### config.mk
export PLATFORM = sky130hd
export DESIGN_NAME = throttle_duty_monitor
export DESIGN_NICKNAME = d
export VERILOG_FILES = /design/src/hw/duty_mon_pkg.sv /design/src/hw/force_pulse_gen.sv /design/src/hw/throttle_duty_monitor.sv
export SDC_FILE = /design/constraint.sdc
export NUM_CORES = 1
export LEC_CHECK = 0
export ABC_AREA = 1
export BUFFER_PORTS_ARGS = -buffer_cell sky130_fd_sc_hd__buf_2
export CAP_MARGIN = 40
export CORE_MARGIN = 2
export CORE_UTILIZATION = 45
export CTS_CLUSTER_DIAMETER = 30
export DETAILED_ROUTE_END_ITERATION = 16
export SYNTH_ARGS = -nofsm -noshare
export SYNTH_HDL_FRONTEND = slang
export SYNTH_SLANG_ARGS = --single-unit
### constraint.sdc
create_clock -name clk_sys -period 6.59 [get_ports clk_sys]
set_input_delay 0.3295 -clock clk_sys [delete_from_list [all_inputs] [get_ports clk_sys]]
set_output_delay 0.3295 -clock clk_sys [all_outputs]
set_load 0.05 [all_outputs]
### src/hw/duty_mon_pkg.sv
// Function
// - measure the asserted fraction of a programmable window as 8 bits, lsb = 1/256
// - window length comes from software; each window end loads the latest duty value
// - each window end but the first after reset or wake sets smoothed to (old smoothed + previous latest) / 2
// - a host write to the latest duty value restarts the measurement window
// - result rounded up to the next whole step; zero only if never asserted, else at least 01h
// - result n means fraction in ((n-1)/256, n/256]; 255 covers above 99.2 percent
// - full-throttle flag when the line never deasserted in the whole window
// - 75-100 band at 193 and up unless full; 50-75 band from 129 to below 193
// - 25-50 band 65 to 128, 12.5-25 band 33 to 64, lowest band 1 to 32
// - any-throttling flag when nonzero; user flag when result exceeds user limit
// - in S3 and S4/5 monitoring stops, latest cleared to 00h, smoothed held
// - in S3 and S4/5 regulator overtemp does not drive the throttle line
// - after return to S0 the first result loads latest and smoothed unaveraged
// - regulator overtemp drives the line low within 10 us, released when it ends
// - a control bit lets software disable the regulator-driven throttle
// - a nonzero force pattern drives a pwm pattern onto the throttle line
// - unmasked regulator hot flags and user flag raise alert when alert_en is set; fixed bands excluded
package duty_mon_pkg;

   localparam int DUTY_W = 8;
   localparam logic [7:0] DUTY_ZERO = 8'h00;
   localparam logic [7:0] DUTY_MAX = 8'hFF;
   localparam logic [7:0] BAND75_MIN = 8'hC1;
   localparam logic [7:0] BAND50_MIN = 8'h81;
   localparam logic [7:0] BAND25_MIN = 8'h41;
   localparam logic [7:0] BAND12_MIN = 8'h21;
   localparam logic [7:0] SLOT_LAST = 8'hFF;

   localparam int SLOT_CNT_W = 24;
   localparam int CLK_PERIOD_NS = 10;
   localparam int REGHOT_RESPONSE_NS = 10000;
   // longest time: rounds down
   localparam int REGHOT_RESPONSE_CYC = REGHOT_RESPONSE_NS / CLK_PERIOD_NS;

   typedef enum logic [1:0] {SLEEP_S0, SLEEP_S3, SLEEP_S45} sleep_state_t;

   typedef struct packed {
      logic full;
      logic band75;
      logic band50;
      logic band25;
      logic band12;
      logic band0;
      logic any;
      logic user;
   } band_flags_t;

   typedef struct packed {
      logic alert_en;
      logic reghot_dis;
   } response_ctrl_t;

endpackage

### src/hw/force_pulse_gen.sv
`timescale 1ns/1ps
module force_pulse_gen
   import duty_mon_pkg::*;
#(
   parameter int TICK_CYC = 100
)
(
   input wire logic clk_sys,
   input wire logic rst_n,
   input wire logic [DUTY_W-1:0] pattern,
   output logic force_low
);

   logic [15:0] tick_reg;
   logic [DUTY_W-1:0] phase_reg;
   logic tick_end;

   assign tick_end = (tick_reg == 16'(TICK_CYC - 1));

   always_ff @(posedge clk_sys)
   begin
      if (!rst_n)
      begin
         tick_reg <= 16'h0000;
         phase_reg <= DUTY_ZERO;
      end
      else if (tick_end)
      begin
         tick_reg <= 16'h0000;
         phase_reg <= phase_reg + 8'h01;
      end
      else
      begin
         tick_reg <= tick_reg + 16'h0001;
      end
   end

   // pattern sets the low share of a 256-tick frame; zero releases the line
   always_ff @(posedge clk_sys)
   begin
      if (!rst_n)
      begin
         force_low <= 1'b0;
      end
      else
      begin
         force_low <= (pattern != DUTY_ZERO) && (phase_reg < pattern);
      end
   end

endmodule

### src/hw/throttle_duty_monitor.sv
`timescale 1ns/1ps
module throttle_duty_monitor
   import duty_mon_pkg::*;
#(
   parameter int SLOT_BASE_CYC = 10,
   parameter int NUM_REGHOT = 2,
   parameter int FORCE_TICK_CYC = 100
)
(
   input wire logic clk_sys,
   input wire logic rst_n,
   input wire logic thermal_throttle_line_n_i,
   input wire logic [NUM_REGHOT-1:0] regulator_overtemp_input_n,
   input wire sleep_state_t sleep_state,
   input wire logic [DUTY_W-1:0] duty_window_length,
   input wire logic [DUTY_W-1:0] user_limit,
   input wire logic [DUTY_W-1:0] throttle_force_pattern,
   input wire response_ctrl_t throttle_response_control,
   input wire logic [NUM_REGHOT:0] error_mask,
   input wire logic latest_duty_wr,
   input wire logic [DUTY_W-1:0] latest_duty_wdata,
   output logic [DUTY_W-1:0] latest_duty_value,
   output logic [DUTY_W-1:0] smoothed_duty_value,
   output band_flags_t throttle_band_flags,
   output logic [NUM_REGHOT-1:0] regulator_hot_status,
   output logic thermal_throttle_line_o,
   output logic thermal_throttle_line_oe,
   output logic alert_n
);

   function automatic logic [SLOT_CNT_W-1:0] slot_cycles(input logic [DUTY_W-1:0] len);
      slot_cycles = SLOT_CNT_W'((32'(len) + 32'd1) * 32'(SLOT_BASE_CYC));
   endfunction

   function automatic band_flags_t classify(input logic [DUTY_W-1:0] m,
                                            input logic full,
                                            input logic [DUTY_W-1:0] lim);
      classify.full = full;
      classify.band75 = (m >= BAND75_MIN) && !full;
      classify.band50 = (m >= BAND50_MIN) && (m < BAND75_MIN);
      classify.band25 = (m >= BAND25_MIN) && (m < BAND50_MIN);
      classify.band12 = (m >= BAND12_MIN) && (m < BAND25_MIN);
      classify.band0 = (m != DUTY_ZERO) && (m < BAND12_MIN);
      classify.any = (m != DUTY_ZERO);
      classify.user = (m > lim);
   endfunction

   // pin synchronisers
   logic line_s1_reg;
   logic line_s2_reg;
   logic [NUM_REGHOT-1:0] reghot_s1_reg;
   logic [NUM_REGHOT-1:0] reghot_s2_reg;

   always_ff @(posedge clk_sys)
   begin
      if (!rst_n)
      begin
         line_s1_reg <= 1'b1;
         line_s2_reg <= 1'b1;
      end
      else
      begin
         line_s1_reg <= thermal_throttle_line_n_i;
         line_s2_reg <= line_s1_reg;
      end
   end

   always_ff @(posedge clk_sys)
   begin
      if (!rst_n)
      begin
         reghot_s1_reg <= '0;
         reghot_s2_reg <= '0;
      end
      else
      begin
         reghot_s1_reg <= ~regulator_overtemp_input_n;
         reghot_s2_reg <= reghot_s1_reg;
      end
   end

   logic sleeping;
   logic line_low;
   logic [SLOT_CNT_W-1:0] slot_limit;
   logic [SLOT_CNT_W-1:0] win_sub_reg;
   logic [DUTY_W-1:0] win_slot_reg;
   logic [SLOT_CNT_W-1:0] low_sub_reg;
   logic [DUTY_W-1:0] meas_reg;
   logic seen_high_reg;
   logic any_low_reg;
   logic first_reg;
   logic window_end;
   logic restart;
   logic meas_inc;
   logic [DUTY_W-1:0] meas_final;
   logic seen_high_final;
   logic [DUTY_W-1:0] avg_next;

   assign sleeping = (sleep_state != SLEEP_S0);
   assign line_low = !line_s2_reg;
   assign slot_limit = slot_cycles(duty_window_length);
   assign restart = latest_duty_wr || sleeping;
   // >= guards against the length shrinking mid-window
   assign window_end = (win_slot_reg == SLOT_LAST)
                       && (win_sub_reg >= slot_limit - 24'h000001);
   // a low cycle landing at the start of a slot opens one more step: ceiling
   assign meas_inc = line_low && (low_sub_reg == '0) && (meas_reg != DUTY_MAX);
   assign meas_final = meas_reg + {7'h00, meas_inc};
   assign seen_high_final = seen_high_reg || !line_low;
   assign avg_next = DUTY_W'(({1'b0, smoothed_duty_value}
                              + {1'b0, latest_duty_value}) >> 1);

   // window position: 256 slots of slot_limit cycles each
   always_ff @(posedge clk_sys)
   begin
      if (!rst_n || restart || window_end)
      begin
         win_sub_reg <= '0;
         win_slot_reg <= DUTY_ZERO;
      end
      else if (win_sub_reg >= slot_limit - 24'h000001)
      begin
         win_sub_reg <= '0;
         win_slot_reg <= win_slot_reg + 8'h01;
      end
      else
      begin
         win_sub_reg <= win_sub_reg + 24'h000001;
      end
   end

   // low-time accumulator, counted in slots rounded up
   always_ff @(posedge clk_sys)
   begin
      if (!rst_n || restart || window_end)
      begin
         low_sub_reg <= '0;
         meas_reg <= DUTY_ZERO;
         seen_high_reg <= 1'b0;
         any_low_reg <= 1'b0;
      end
      else
      begin
         if (line_low)
         begin
            if (low_sub_reg >= slot_limit - 24'h000001)
            begin
               low_sub_reg <= '0;
            end
            else
            begin
               low_sub_reg <= low_sub_reg + 24'h000001;
            end
            any_low_reg <= 1'b1;
         end
         meas_reg <= meas_final;
         seen_high_reg <= seen_high_final;
      end
   end

   // first result after wake or reset is loaded unaveraged
   always_ff @(posedge clk_sys)
   begin
      if (!rst_n || sleeping)
      begin
         first_reg <= 1'b1;
      end
      else if (window_end && !latest_duty_wr)
      begin
         first_reg <= 1'b0;
      end
   end

   always_ff @(posedge clk_sys)
   begin
      if (!rst_n)
      begin
         latest_duty_value <= DUTY_ZERO;
      end
      else if (sleeping)
      begin
         latest_duty_value <= DUTY_ZERO;
      end
      else if (latest_duty_wr)
      begin
         latest_duty_value <= latest_duty_wdata;
      end
      else if (window_end)
      begin
         latest_duty_value <= meas_final;
      end
   end

   // smoothed value holds through sleep
   always_ff @(posedge clk_sys)
   begin
      if (!rst_n)
      begin
         smoothed_duty_value <= DUTY_ZERO;
      end
      else if (window_end && !restart)
      begin
         if (first_reg)
         begin
            smoothed_duty_value <= meas_final;
         end
         else
         begin
            smoothed_duty_value <= avg_next;
         end
      end
   end

   always_ff @(posedge clk_sys)
   begin
      if (!rst_n)
      begin
         throttle_band_flags <= '0;
      end
      else if (window_end && !restart)
      begin
         throttle_band_flags <= classify(meas_final, !seen_high_final, user_limit);
      end
   end

   // line drive: regulator overtemp or force pattern
   logic force_low;
   logic reghot_drive;

   force_pulse_gen #(
      .TICK_CYC(FORCE_TICK_CYC)
   ) force_pulse_gen_i (
      .clk_sys(clk_sys),
      .rst_n(rst_n),
      .pattern(throttle_force_pattern),
      .force_low(force_low)
   );

   assign reghot_drive = (|reghot_s2_reg) && !sleeping
                         && !throttle_response_control.reghot_dis;

   always_ff @(posedge clk_sys)
   begin
      if (!rst_n)
      begin
         thermal_throttle_line_o <= 1'b0;
         thermal_throttle_line_oe <= 1'b0;
      end
      else
      begin
         thermal_throttle_line_o <= 1'b0;
         thermal_throttle_line_oe <= reghot_drive || force_low;
      end
   end

   // status follows the inputs; alert is level, cleared when causes go away
   always_ff @(posedge clk_sys)
   begin
      if (!rst_n)
      begin
         regulator_hot_status <= '0;
         alert_n <= 1'b1;
      end
      else
      begin
         regulator_hot_status <= reghot_s2_reg;
         alert_n <= !(throttle_response_control.alert_en
                      && |({regulator_hot_status, throttle_band_flags.user}
                           & ~error_mask));
      end
   end

   // checks
   logic reghot_raw;
   assign reghot_raw = |(~regulator_overtemp_input_n);

   chk_latest_copy: assert property (@(posedge clk_sys) disable iff (!rst_n)
      window_end && !restart |=> latest_duty_value == $past(meas_final))
      else $error("latest duty not loaded at window end");

   chk_smooth_avg: assert property (@(posedge clk_sys) disable iff (!rst_n)
      window_end && !restart && !first_reg |=> smoothed_duty_value == $past(avg_next)
      && (smoothed_duty_value >= $past(smoothed_duty_value)
          || smoothed_duty_value >= $past(latest_duty_value))
      && (smoothed_duty_value <= $past(smoothed_duty_value)
          || smoothed_duty_value <= $past(latest_duty_value)))
      else $error("smoothed duty not averaged from previous latest");

   chk_write_restart: assert property (@(posedge clk_sys) disable iff (!rst_n)
      latest_duty_wr |=> win_slot_reg == DUTY_ZERO && win_sub_reg == '0
      && meas_reg == DUTY_ZERO)
      else $error("write did not restart the window");

   chk_zero_only_idle: assert property (@(posedge clk_sys) disable iff (!rst_n)
      window_end && !restart
      |-> (meas_final == DUTY_ZERO) == !(any_low_reg || line_low))
      else $error("zero result does not match idle line");

   chk_full_flag: assert property (@(posedge clk_sys) disable iff (!rst_n)
      window_end && !restart && !seen_high_final
      |=> throttle_band_flags.full && !throttle_band_flags.band75)
      else $error("full throttle flag wrong");

   chk_band_exclusive: assert property (@(posedge clk_sys) disable iff (!rst_n)
      throttle_band_flags.any
      |-> $onehot({throttle_band_flags.full, throttle_band_flags.band75,
                   throttle_band_flags.band50, throttle_band_flags.band25,
                   throttle_band_flags.band12, throttle_band_flags.band0}))
      else $error("band flags not exclusive");

   chk_sleep_clear: assert property (@(posedge clk_sys) disable iff (!rst_n)
      sleeping ##1 sleeping |-> latest_duty_value == DUTY_ZERO
      && $stable(smoothed_duty_value))
      else $error("sleep did not clear latest or hold smoothed");

   chk_sleep_no_drive: assert property (@(posedge clk_sys) disable iff (!rst_n)
      sleeping && !force_low |=> !thermal_throttle_line_oe)
      else $error("line driven by overtemp in sleep");

   chk_first_unavg: assert property (@(posedge clk_sys) disable iff (!rst_n)
      window_end && !restart && first_reg
      |=> smoothed_duty_value == latest_duty_value)
      else $error("first result after wake was averaged");

   chk_reghot_resp: assert property (@(posedge clk_sys) disable iff (!rst_n)
      (reghot_raw && !sleeping && !throttle_response_control.reghot_dis) [*4]
      |-> thermal_throttle_line_oe)
      else $error("overtemp did not drive line in time");

   chk_alert_src: assert property (@(posedge clk_sys) disable iff (!rst_n)
      !alert_n |-> $past(throttle_response_control.alert_en))
      else $error("alert raised while disabled");

   cov_window_done: cover property (@(posedge clk_sys) disable iff (!rst_n)
      window_end && !restart && meas_final != DUTY_ZERO);

   cov_full_window: cover property (@(posedge clk_sys) disable iff (!rst_n)
      window_end && !restart && !seen_high_final);

   cov_wake_first: cover property (@(posedge clk_sys) disable iff (!rst_n)
      $fell(sleeping) ##[1:1000] (window_end && first_reg));

endmodule

==> impl_results.md, run 1 <==
- Via count of the first global-routing pass: 6841
- Result of the run: finished clean
- Clock insertion delay at the later pin of the skew report: 430 ps
- GRT overflow: 0
- Total inserted antenna cells: 0
- Antenna viol nets, final: 0
- DRT Pass-1 Iters: 5
- Global-route wire length before repair: 32.00 mm
- Xor and xnor fraction of the mapped netlist area: 0.03733
- Max capacitance violation total: 0
- Worst setup SP type: primary input
- Top-level I/O count: 74
- Static power due to leakage: 4.181 nW
- Worst-Margin Slew: 692.9 ps
- Arrival time at the worst endpoint: 5180 ps
- Horizontal die dimension: 139.1 um
- Post-detail-place hpwl: 13.83 mm
- Number of synthesized flops with an enable pin: 0
- Most area-consuming cells after synthesis: sky130_fd_sc_hd__dfxtp_1 30%, sky130_fd_sc_hd__ha_1 14%, sky130_fd_sc_hd__nand2_1 9.1%
- FILL cells: 1761
- Maximum number of pins on one net before global-route repair: 35
- Delay of the slowest critical-path stage: 490 ps
- Commonest cells post-synth: 200 x sky130_fd_sc_hd__nand2_1, 158 x sky130_fd_sc_hd__inv_1, 125 x sky130_fd_sc_hd__dfxtp_1
- Largest delay share family, worst path: simple AND/OR/NAND/NOR gates
- Net count reported at finish: 1350
- TritonCTS clock tree: done
- Synth warnings: 0
- Power density relative to cell area: 199.3 mW/mm2
- Unrepaired setup endpoints after global routing: no
- Number of buffers inserted for hold repair after clock tree synthesis: 0
- Highest clock frequency the design can meet: 0.2066 GHz
- Number of distinct library cells after synthesis: 50
- Number of DRC markers after the initial detailed-route iteration: 444
- Combinational family with the most area after synthesis: simple AND/OR/NAND/NOR gates
- Hold Vio Cnt, Final: 0
- Cell area after synthesis: 0.008212 mm2
- Category of the worst setup path capture point: register
- Setup slack on the worst flop-to-flop path: 2760 ps
- Highest-delay cell along the critical path: sky130_fd_sc_hd__fa_1
- Multiplexer share of the synthesized area: 0
- Post-Synthesis Net Count: 1277
- Number of gates on the worst path with buffers counted: 23
- Final-report setup violation count: 0
- IO buf count: 72
- Chip height: 139.1 um
- Floorplan row count: 49
- Max-slew violation count: 0
- Total global routing track utilization: 0.1971
- Number of buffers created by CTS: 17
- Number of cells traversed by the worst hold path: 2
- Share of the synthesized area in compound gates (AO/OA/AOI/OAI): 0.1067
- Mean area per synthesized cell: 7.197 um2
- Per-cell via count in the routed design: 5.064
- CP Max Fanout: 34
- Peak supply drop: 0.1801 mV
- Area of the die: 0.01934 mm2
- Clock H-tree levels: 4
- Resized cells post-CTS: 0
- Clock Tree Root: sky130_fd_sc_hd__clkbuf_16
- Clock Pin Slew Worst Setup and Hold Paths: 60 ps
- Most used standard cell by instance count after synthesis: sky130_fd_sc_hd__nand2_1
- Aggregate negative setup slack: 0 ps
- Num Clock Sinks: 125
- Synth Area in Simple Gates: 0.3163
- Data required, critical path: 6930 ps
- Worst setup timing slack at the placement stage: 1353 ps
- Post-CTS setup buffer count: 0
- Yosys top cell area share: 0.3047
- Bufs on Longest Clock Path: 2
- Total of flip-flops plus latches after synthesis: 125
- Worst Hold Path EP: reghot_s1_reg[1]$_SDFF_PN0_
- Category of the critical setup timing path: in -> reg
- Worst hold-check path type: in -> reg
- Crit share post-route: 0.7343
- Arithmetic-cell share of the synthesized area counting full adders, half adders and majority gates: 0.1405
- Share of layout cells above drive strength 1: 0.1296
- Critical R2R Capture: throttle_band_flags[0]$_SDFFE_PN0P_
- Total power: 0.001858 W
- Synth area leader: sky130_fd_sc_hd__dfxtp_1
- Number of antenna violations at the first check in global routing: 0
- Launch instance of the worst min-delay path: regulator_overtemp_input_n[1]
- Most frequently used flop master after synthesis: sky130_fd_sc_hd__dfxtp_1
- Clock period minus worst slack: 4839 ps
- Routed WL per cell: 12.70 um
- Remaining design rule violation count: 0
- Worst reg2reg startpoint: low_sub_reg[0]$_SDFFE_PP0N_
- Routability cong.: 0.8519
- Core area: 0.01796 mm2
- Synth-to-Final Area Change: 13.52%
- Routed Wire Length: 18.50 mm
- Clock Skews: 14.59 ps
- Final Util: 0.5189
- Sequential fraction of the synthesis area: 0.3047
- Via count: 7373
- CP Buf/Inv Count: 4
- Final Worst Setup Slack: 1751 ps
- Number of standard cells after synthesis: 1141
- Worst slew slack as a fraction of its limit: 0.5347
- Cell depth of the worst flop-to-flop path: 20
- Share of flip-flops with an asynchronous set or reset: 0
- Initial standard-cell utilization of the core: 0.4571
- Area of placed instances: 0.008761 mm2
- Cell chain of the critical path: buf_2 -> ha_1 -> inv_1 -> nor2_1 -> xnor2_1 -> inv_1 -> ha_1 -> fa_1 -> xor2_1 -> nor3_1 -> nand3_1 -> nor3_1 -> nand3b_1 -> buf_4 -> ha_1 -> a21oi_1 -> nor2_1 -> a211oi_1 -> o221a_2 -> nand2_8 -> nand2_8 -> nand2_4 -> nor3_1
- Final standard cell area without fillers: 0.009321 mm2
## kinds of logic after synthesis
group                      count (synthesis)
AOI/OAI and AO/OA                        158
xor gates and xnor gates                  35
other                                      1
buffers and inverters                    190
and+or+nand+nor                          541
DFF                                      125
adders and majority gates                 91
## placed cells by master (no fill, tap or decap), types with 13 or more instances in the layout
| cell | n |
|---|---|
| sky130_fd_sc_hd__a21oi_1 | 89 |
| sky130_fd_sc_hd__buf_2 | 72 |
| sky130_fd_sc_hd__clkbuf_16 | 17 |
| sky130_fd_sc_hd__dfxtp_1 | 125 |
| sky130_fd_sc_hd__ha_1 | 89 |
| sky130_fd_sc_hd__inv_1 | 158 |
| sky130_fd_sc_hd__nand2_1 | 200 |
| sky130_fd_sc_hd__nand3_1 | 55 |
| sky130_fd_sc_hd__nand4_1 | 65 |
| sky130_fd_sc_hd__nor2_1 | 123 |
| sky130_fd_sc_hd__nor3_1 | 29 |
| sky130_fd_sc_hd__nor4_1 | 13 |
| sky130_fd_sc_hd__o21ai_0 | 38 |
| sky130_fd_sc_hd__xor2_1 | 25 |
## report_power, final
part	leakage (nW)	switching [W]	internal, W	total (W)
Sequential	1.01	0.00000365	0.000761	0.000765
Combinational	2.91	0.000126	0.0000716	0.000197
Clock	0.267	0.000392	0.000504	0.000896
## per-stage QoR
step                      cells  hold WS [ps]
after global placement     1423         395.1
final                      1456         53.69
after CTS                  1456         40.94
after detailed placement   1424         400.8
after floorplan            1141         390.5
after global routing       1456         41.42
## worst max-delay path by stage
stage | start | endpoint | slack, ps
6_report | duty_window_length[0] | win_slot_reg[2]$_SDFFE_PP0P_ | 1750
5_1_grt | duty_window_length[0] | win_slot_reg[2]$_SDFFE_PP0P_ | 1260
4_1_cts | duty_window_length[0] | win_slot_reg[2]$_SDFFE_PP0P_ | 1760
3_5_place_dp | duty_window_length[0] | win_slot_reg[5]$_SDFFE_PP0P_ | 1350
3_3_place_gp | duty_window_length[0] | win_slot_reg[2]$_SDFFE_PP0P_ | 1470
2_1_floorplan | duty_window_length[0] | latest_duty_value[4]$_SDFFE_PP0P_ | 1710
## routing by layer
metal	wire, um	global-route usage	share of wire
met3	692	0.04178	0.037
met1	9360	0.2724	0.51
met5	0	0	0
met2	8217	0.3145	0.44
met4	224	0.04997	0.012
## final cells by class
class                           instances  area (um2)  share of cell area
Clock buffer                           18       439.2             0.04711
Clock inverter                         14       121.4             0.01302
Inverter                              166       623.1             0.06685
Multi-Input combinational cell        826        4943              0.5303
Sequential cell                       125        2502              0.2685
Tap cell                              229       286.5             0.03074
Timing Repair Buffer                   78       405.4             0.04349
Note: power is estimated with default switching activity, not from simulation.
==> run 2, diff against run 1 <==
==> constraint.sdc (replaced) <==
create_clock -name clk_sys -period 4.5 [get_ports clk_sys]
set_input_delay 0.225 -clock clk_sys [delete_from_list [all_inputs] [get_ports clk_sys]]
set_output_delay 0.225 -clock clk_sys [all_outputs]
set_load 0.05 [all_outputs]
==> run 2 against run 1 <==
- hold slack better by 25 ps
- total power is 56% higher
- sequential cell count stayed put
- cell count is 3.6% higher
- via count is 2.3% higher
- clock skew is 1.6 ps higher
- die area stayed put
- sequential power is 46% higher
- register-to-register slack worse by 2000 ps
- worst setup slack worse by 1300 ps
- wire length is 1.8% higher
- critical path depth is 9 higher
==> impl_results.md, run 2 (synthesis gave the netlist of run 1 again) <==
- Worst setup timing slack at the placement stage: -122.9 ps
- Clock H-tree levels: 4
- Total inserted antenna cells: 0
- Total global routing track utilization: 0.1981
- CP Max Fanout: 24
- DRT Pass-1 Iters: 5
- Sequential Area: 0.002502 mm2
- Max-slew violation count: 0
- Clock Tree Root: sky130_fd_sc_hd__clkbuf_16
- Number of buffers created by CTS: 17
- Placed instance count: 1472
- Number of DRC markers after the initial detailed-route iteration: 398
- Highest-delay cell along the critical path: sky130_fd_sc_hd__ha_1
- Floorplan row count: 49
- Category of the critical setup timing path: in -> reg
- Data required, critical path: 4860 ps
- Chip height: 139.1 um
- Power density relative to cell area: 293.1 mW/mm2
- Net count reported at finish: 1402
- Hold Vio Cnt, Final: 0
- Highest clock frequency the design can meet: 0.2444 GHz
- Peak supply drop: 0.2929 mV
- Via count of the first global-routing pass: 6978
- Per-cell via count in the routed design: 5.003
- Worst setup SP type: primary input
- Antenna viol nets, final: 0
- Static power due to leakage: 4.469 nW
- Routability cong.: 0.7962
- Leading cell type in the layout, fill and taps excluded: sky130_fd_sc_hd__nand2_1
- Area of the die: 0.01934 mm2
- Horizontal die dimension: 139.1 um
- Maximum number of pins on one net before global-route repair: 27
- Initial standard-cell utilization of the core: 0.4571
- Worst slew slack as a fraction of its limit: 0.5340
- Via count: 7545
- Clock Pin Slew Worst Setup and Hold Paths: 60 ps
- Post-detail-place hpwl: 14.07 mm
- IO buf count: 72
- Global-route wire length before repair: 31.99 mm
- Crit share post-route: 0.9092
- Multi-input gate area in the final layout: 0.005040 mm2
- Number of antenna violations at the first check in global routing: 0
- Routed Wire Length: 18.84 mm
- Delay of the slowest critical-path stage: 320 ps
- Category of the worst setup path capture point: register
- Remaining design rule violation count: 0
- TritonCTS clock tree: done
- Bufs on Longest Clock Path: 2
- Most repeated library cell on the critical path: sky130_fd_sc_hd__nand2_1
- Max capacitance violation total: 0
- FILL cells: 1745
- Top-level I/O count: 74
- Core area: 0.01796 mm2
- Total power: 0.002903 W
- Routed WL per cell: 12.49 um
- Worst-Margin Slew: 693.9 ps
- Fin cells: 1508
- Result of the run: finished clean
- Highest-count cells in the layout ignoring fill and taps: 200 x sky130_fd_sc_hd__nand2_1, 158 x sky130_fd_sc_hd__inv_1, 125 x sky130_fd_sc_hd__dfxtp_1
- Post-CTS setup buffer count: 0
- GRT overflow: 0
- Clock period minus worst slack: 4091 ps
- Synth-to-Final Area Change: 20.63%
- Arrival time at the worst endpoint: 4450 ps
- Final Worst Setup Slack: 408.6 ps
- Final-report setup violation count: 0
- Num Clock Sinks: 125
- Clock Skews: 16.21 ps
- Share of layout cells above drive strength 1: 0.1704
- Worst hold-check path type: in -> reg
- Clock insertion delay at the later pin of the skew report: 430 ps
[run 2: worst paths after layout]
check | start | end | slack [ps] | depth (start not counted)
hold reg to reg | reghot_s1_reg[0]$_SDFF_PN0_ | reghot_s2_reg[0]$_SDFF_PN0_ | 410 | 2
setup reg to reg | low_sub_reg[0]$_SDFFE_PP0N_ | throttle_band_flags[0]$_SDFFE_PN0P_ | 750 | 21
setup / recovery | duty_window_length[0] | low_sub_reg[8]$_SDFFE_PP0N_ | 410 | 32
hold / removal | error_mask[2] | alert_n$_SDFF_PN1_ | 80 | 3
[run 2: area by class of cell]
type                    count  area share
clock inverters            12     0.01642
repair buffers            130     0.08627
clock buffers              20     0.04408
multi-input cells         826      0.5088
flip-flops and latches    125      0.2526
well taps                 229     0.02893
inverters                 166     0.06290
[run 2: report_power, final]
| group | internal, W | leakage, nW | switching [W] | total, W |
|---|---|---|---|---|
| combinational | 0.000168 | 3.17 | 0.000201 | 0.000369 |
| sequential | 0.00111 | 1.01 | 0.00000567 | 0.00112 |
| clock | 0.000876 | 0.285 | 0.000537 | 0.00141 |
[run 2: layer usage]
metal | up-vias | GRT usage | share of wire
li1 | 4088 | - | -
met1 | 3321 | 0.2705 | 0.51
met2 | 115 | 0.3158 | 0.44
met3 | 21 | 0.03729 | 0.027
met4 | 0 | 0.06699 | 0.017
met5 | - | 0 | 0
[run 2: worst max-delay path, delay by kind of cell]
| kind | cells | cell delay [ps] |
|---|---|---|
| AOI/OAI and AO/OA | 3 | 630 |
| buffers and inverters | 10 | 1140 |
| and+or+nand+nor | 15 | 1380 |
| adders and majority gates | 4 | 1050 |
[run 2: what timing repair did]
action,in CTS,in global routing
hold buffers,4,0
resized for setup,0,7
endpoints found under the hold margin,4,0
endpoints found under the setup margin,0,45
[run 2: metrics by stage]
stage | cell area, um2 | TNS [ps] | hold slack [ps] | utilization
2_1_floorplan | 8274 | 0 | 297.4 | -
5_1_grt | 9906 | -108.7 | 101.4 | 0.5514
3_3_place_gp | 9206 | -3843 | 380.3 | 0.5125
3_5_place_dp | 9233 | -2518 | 382.0 | 0.5140
4_1_cts | 9872 | 0 | 59.66 | 0.5496
6_report | 9906 | 0 | 78.21 | 0.5514
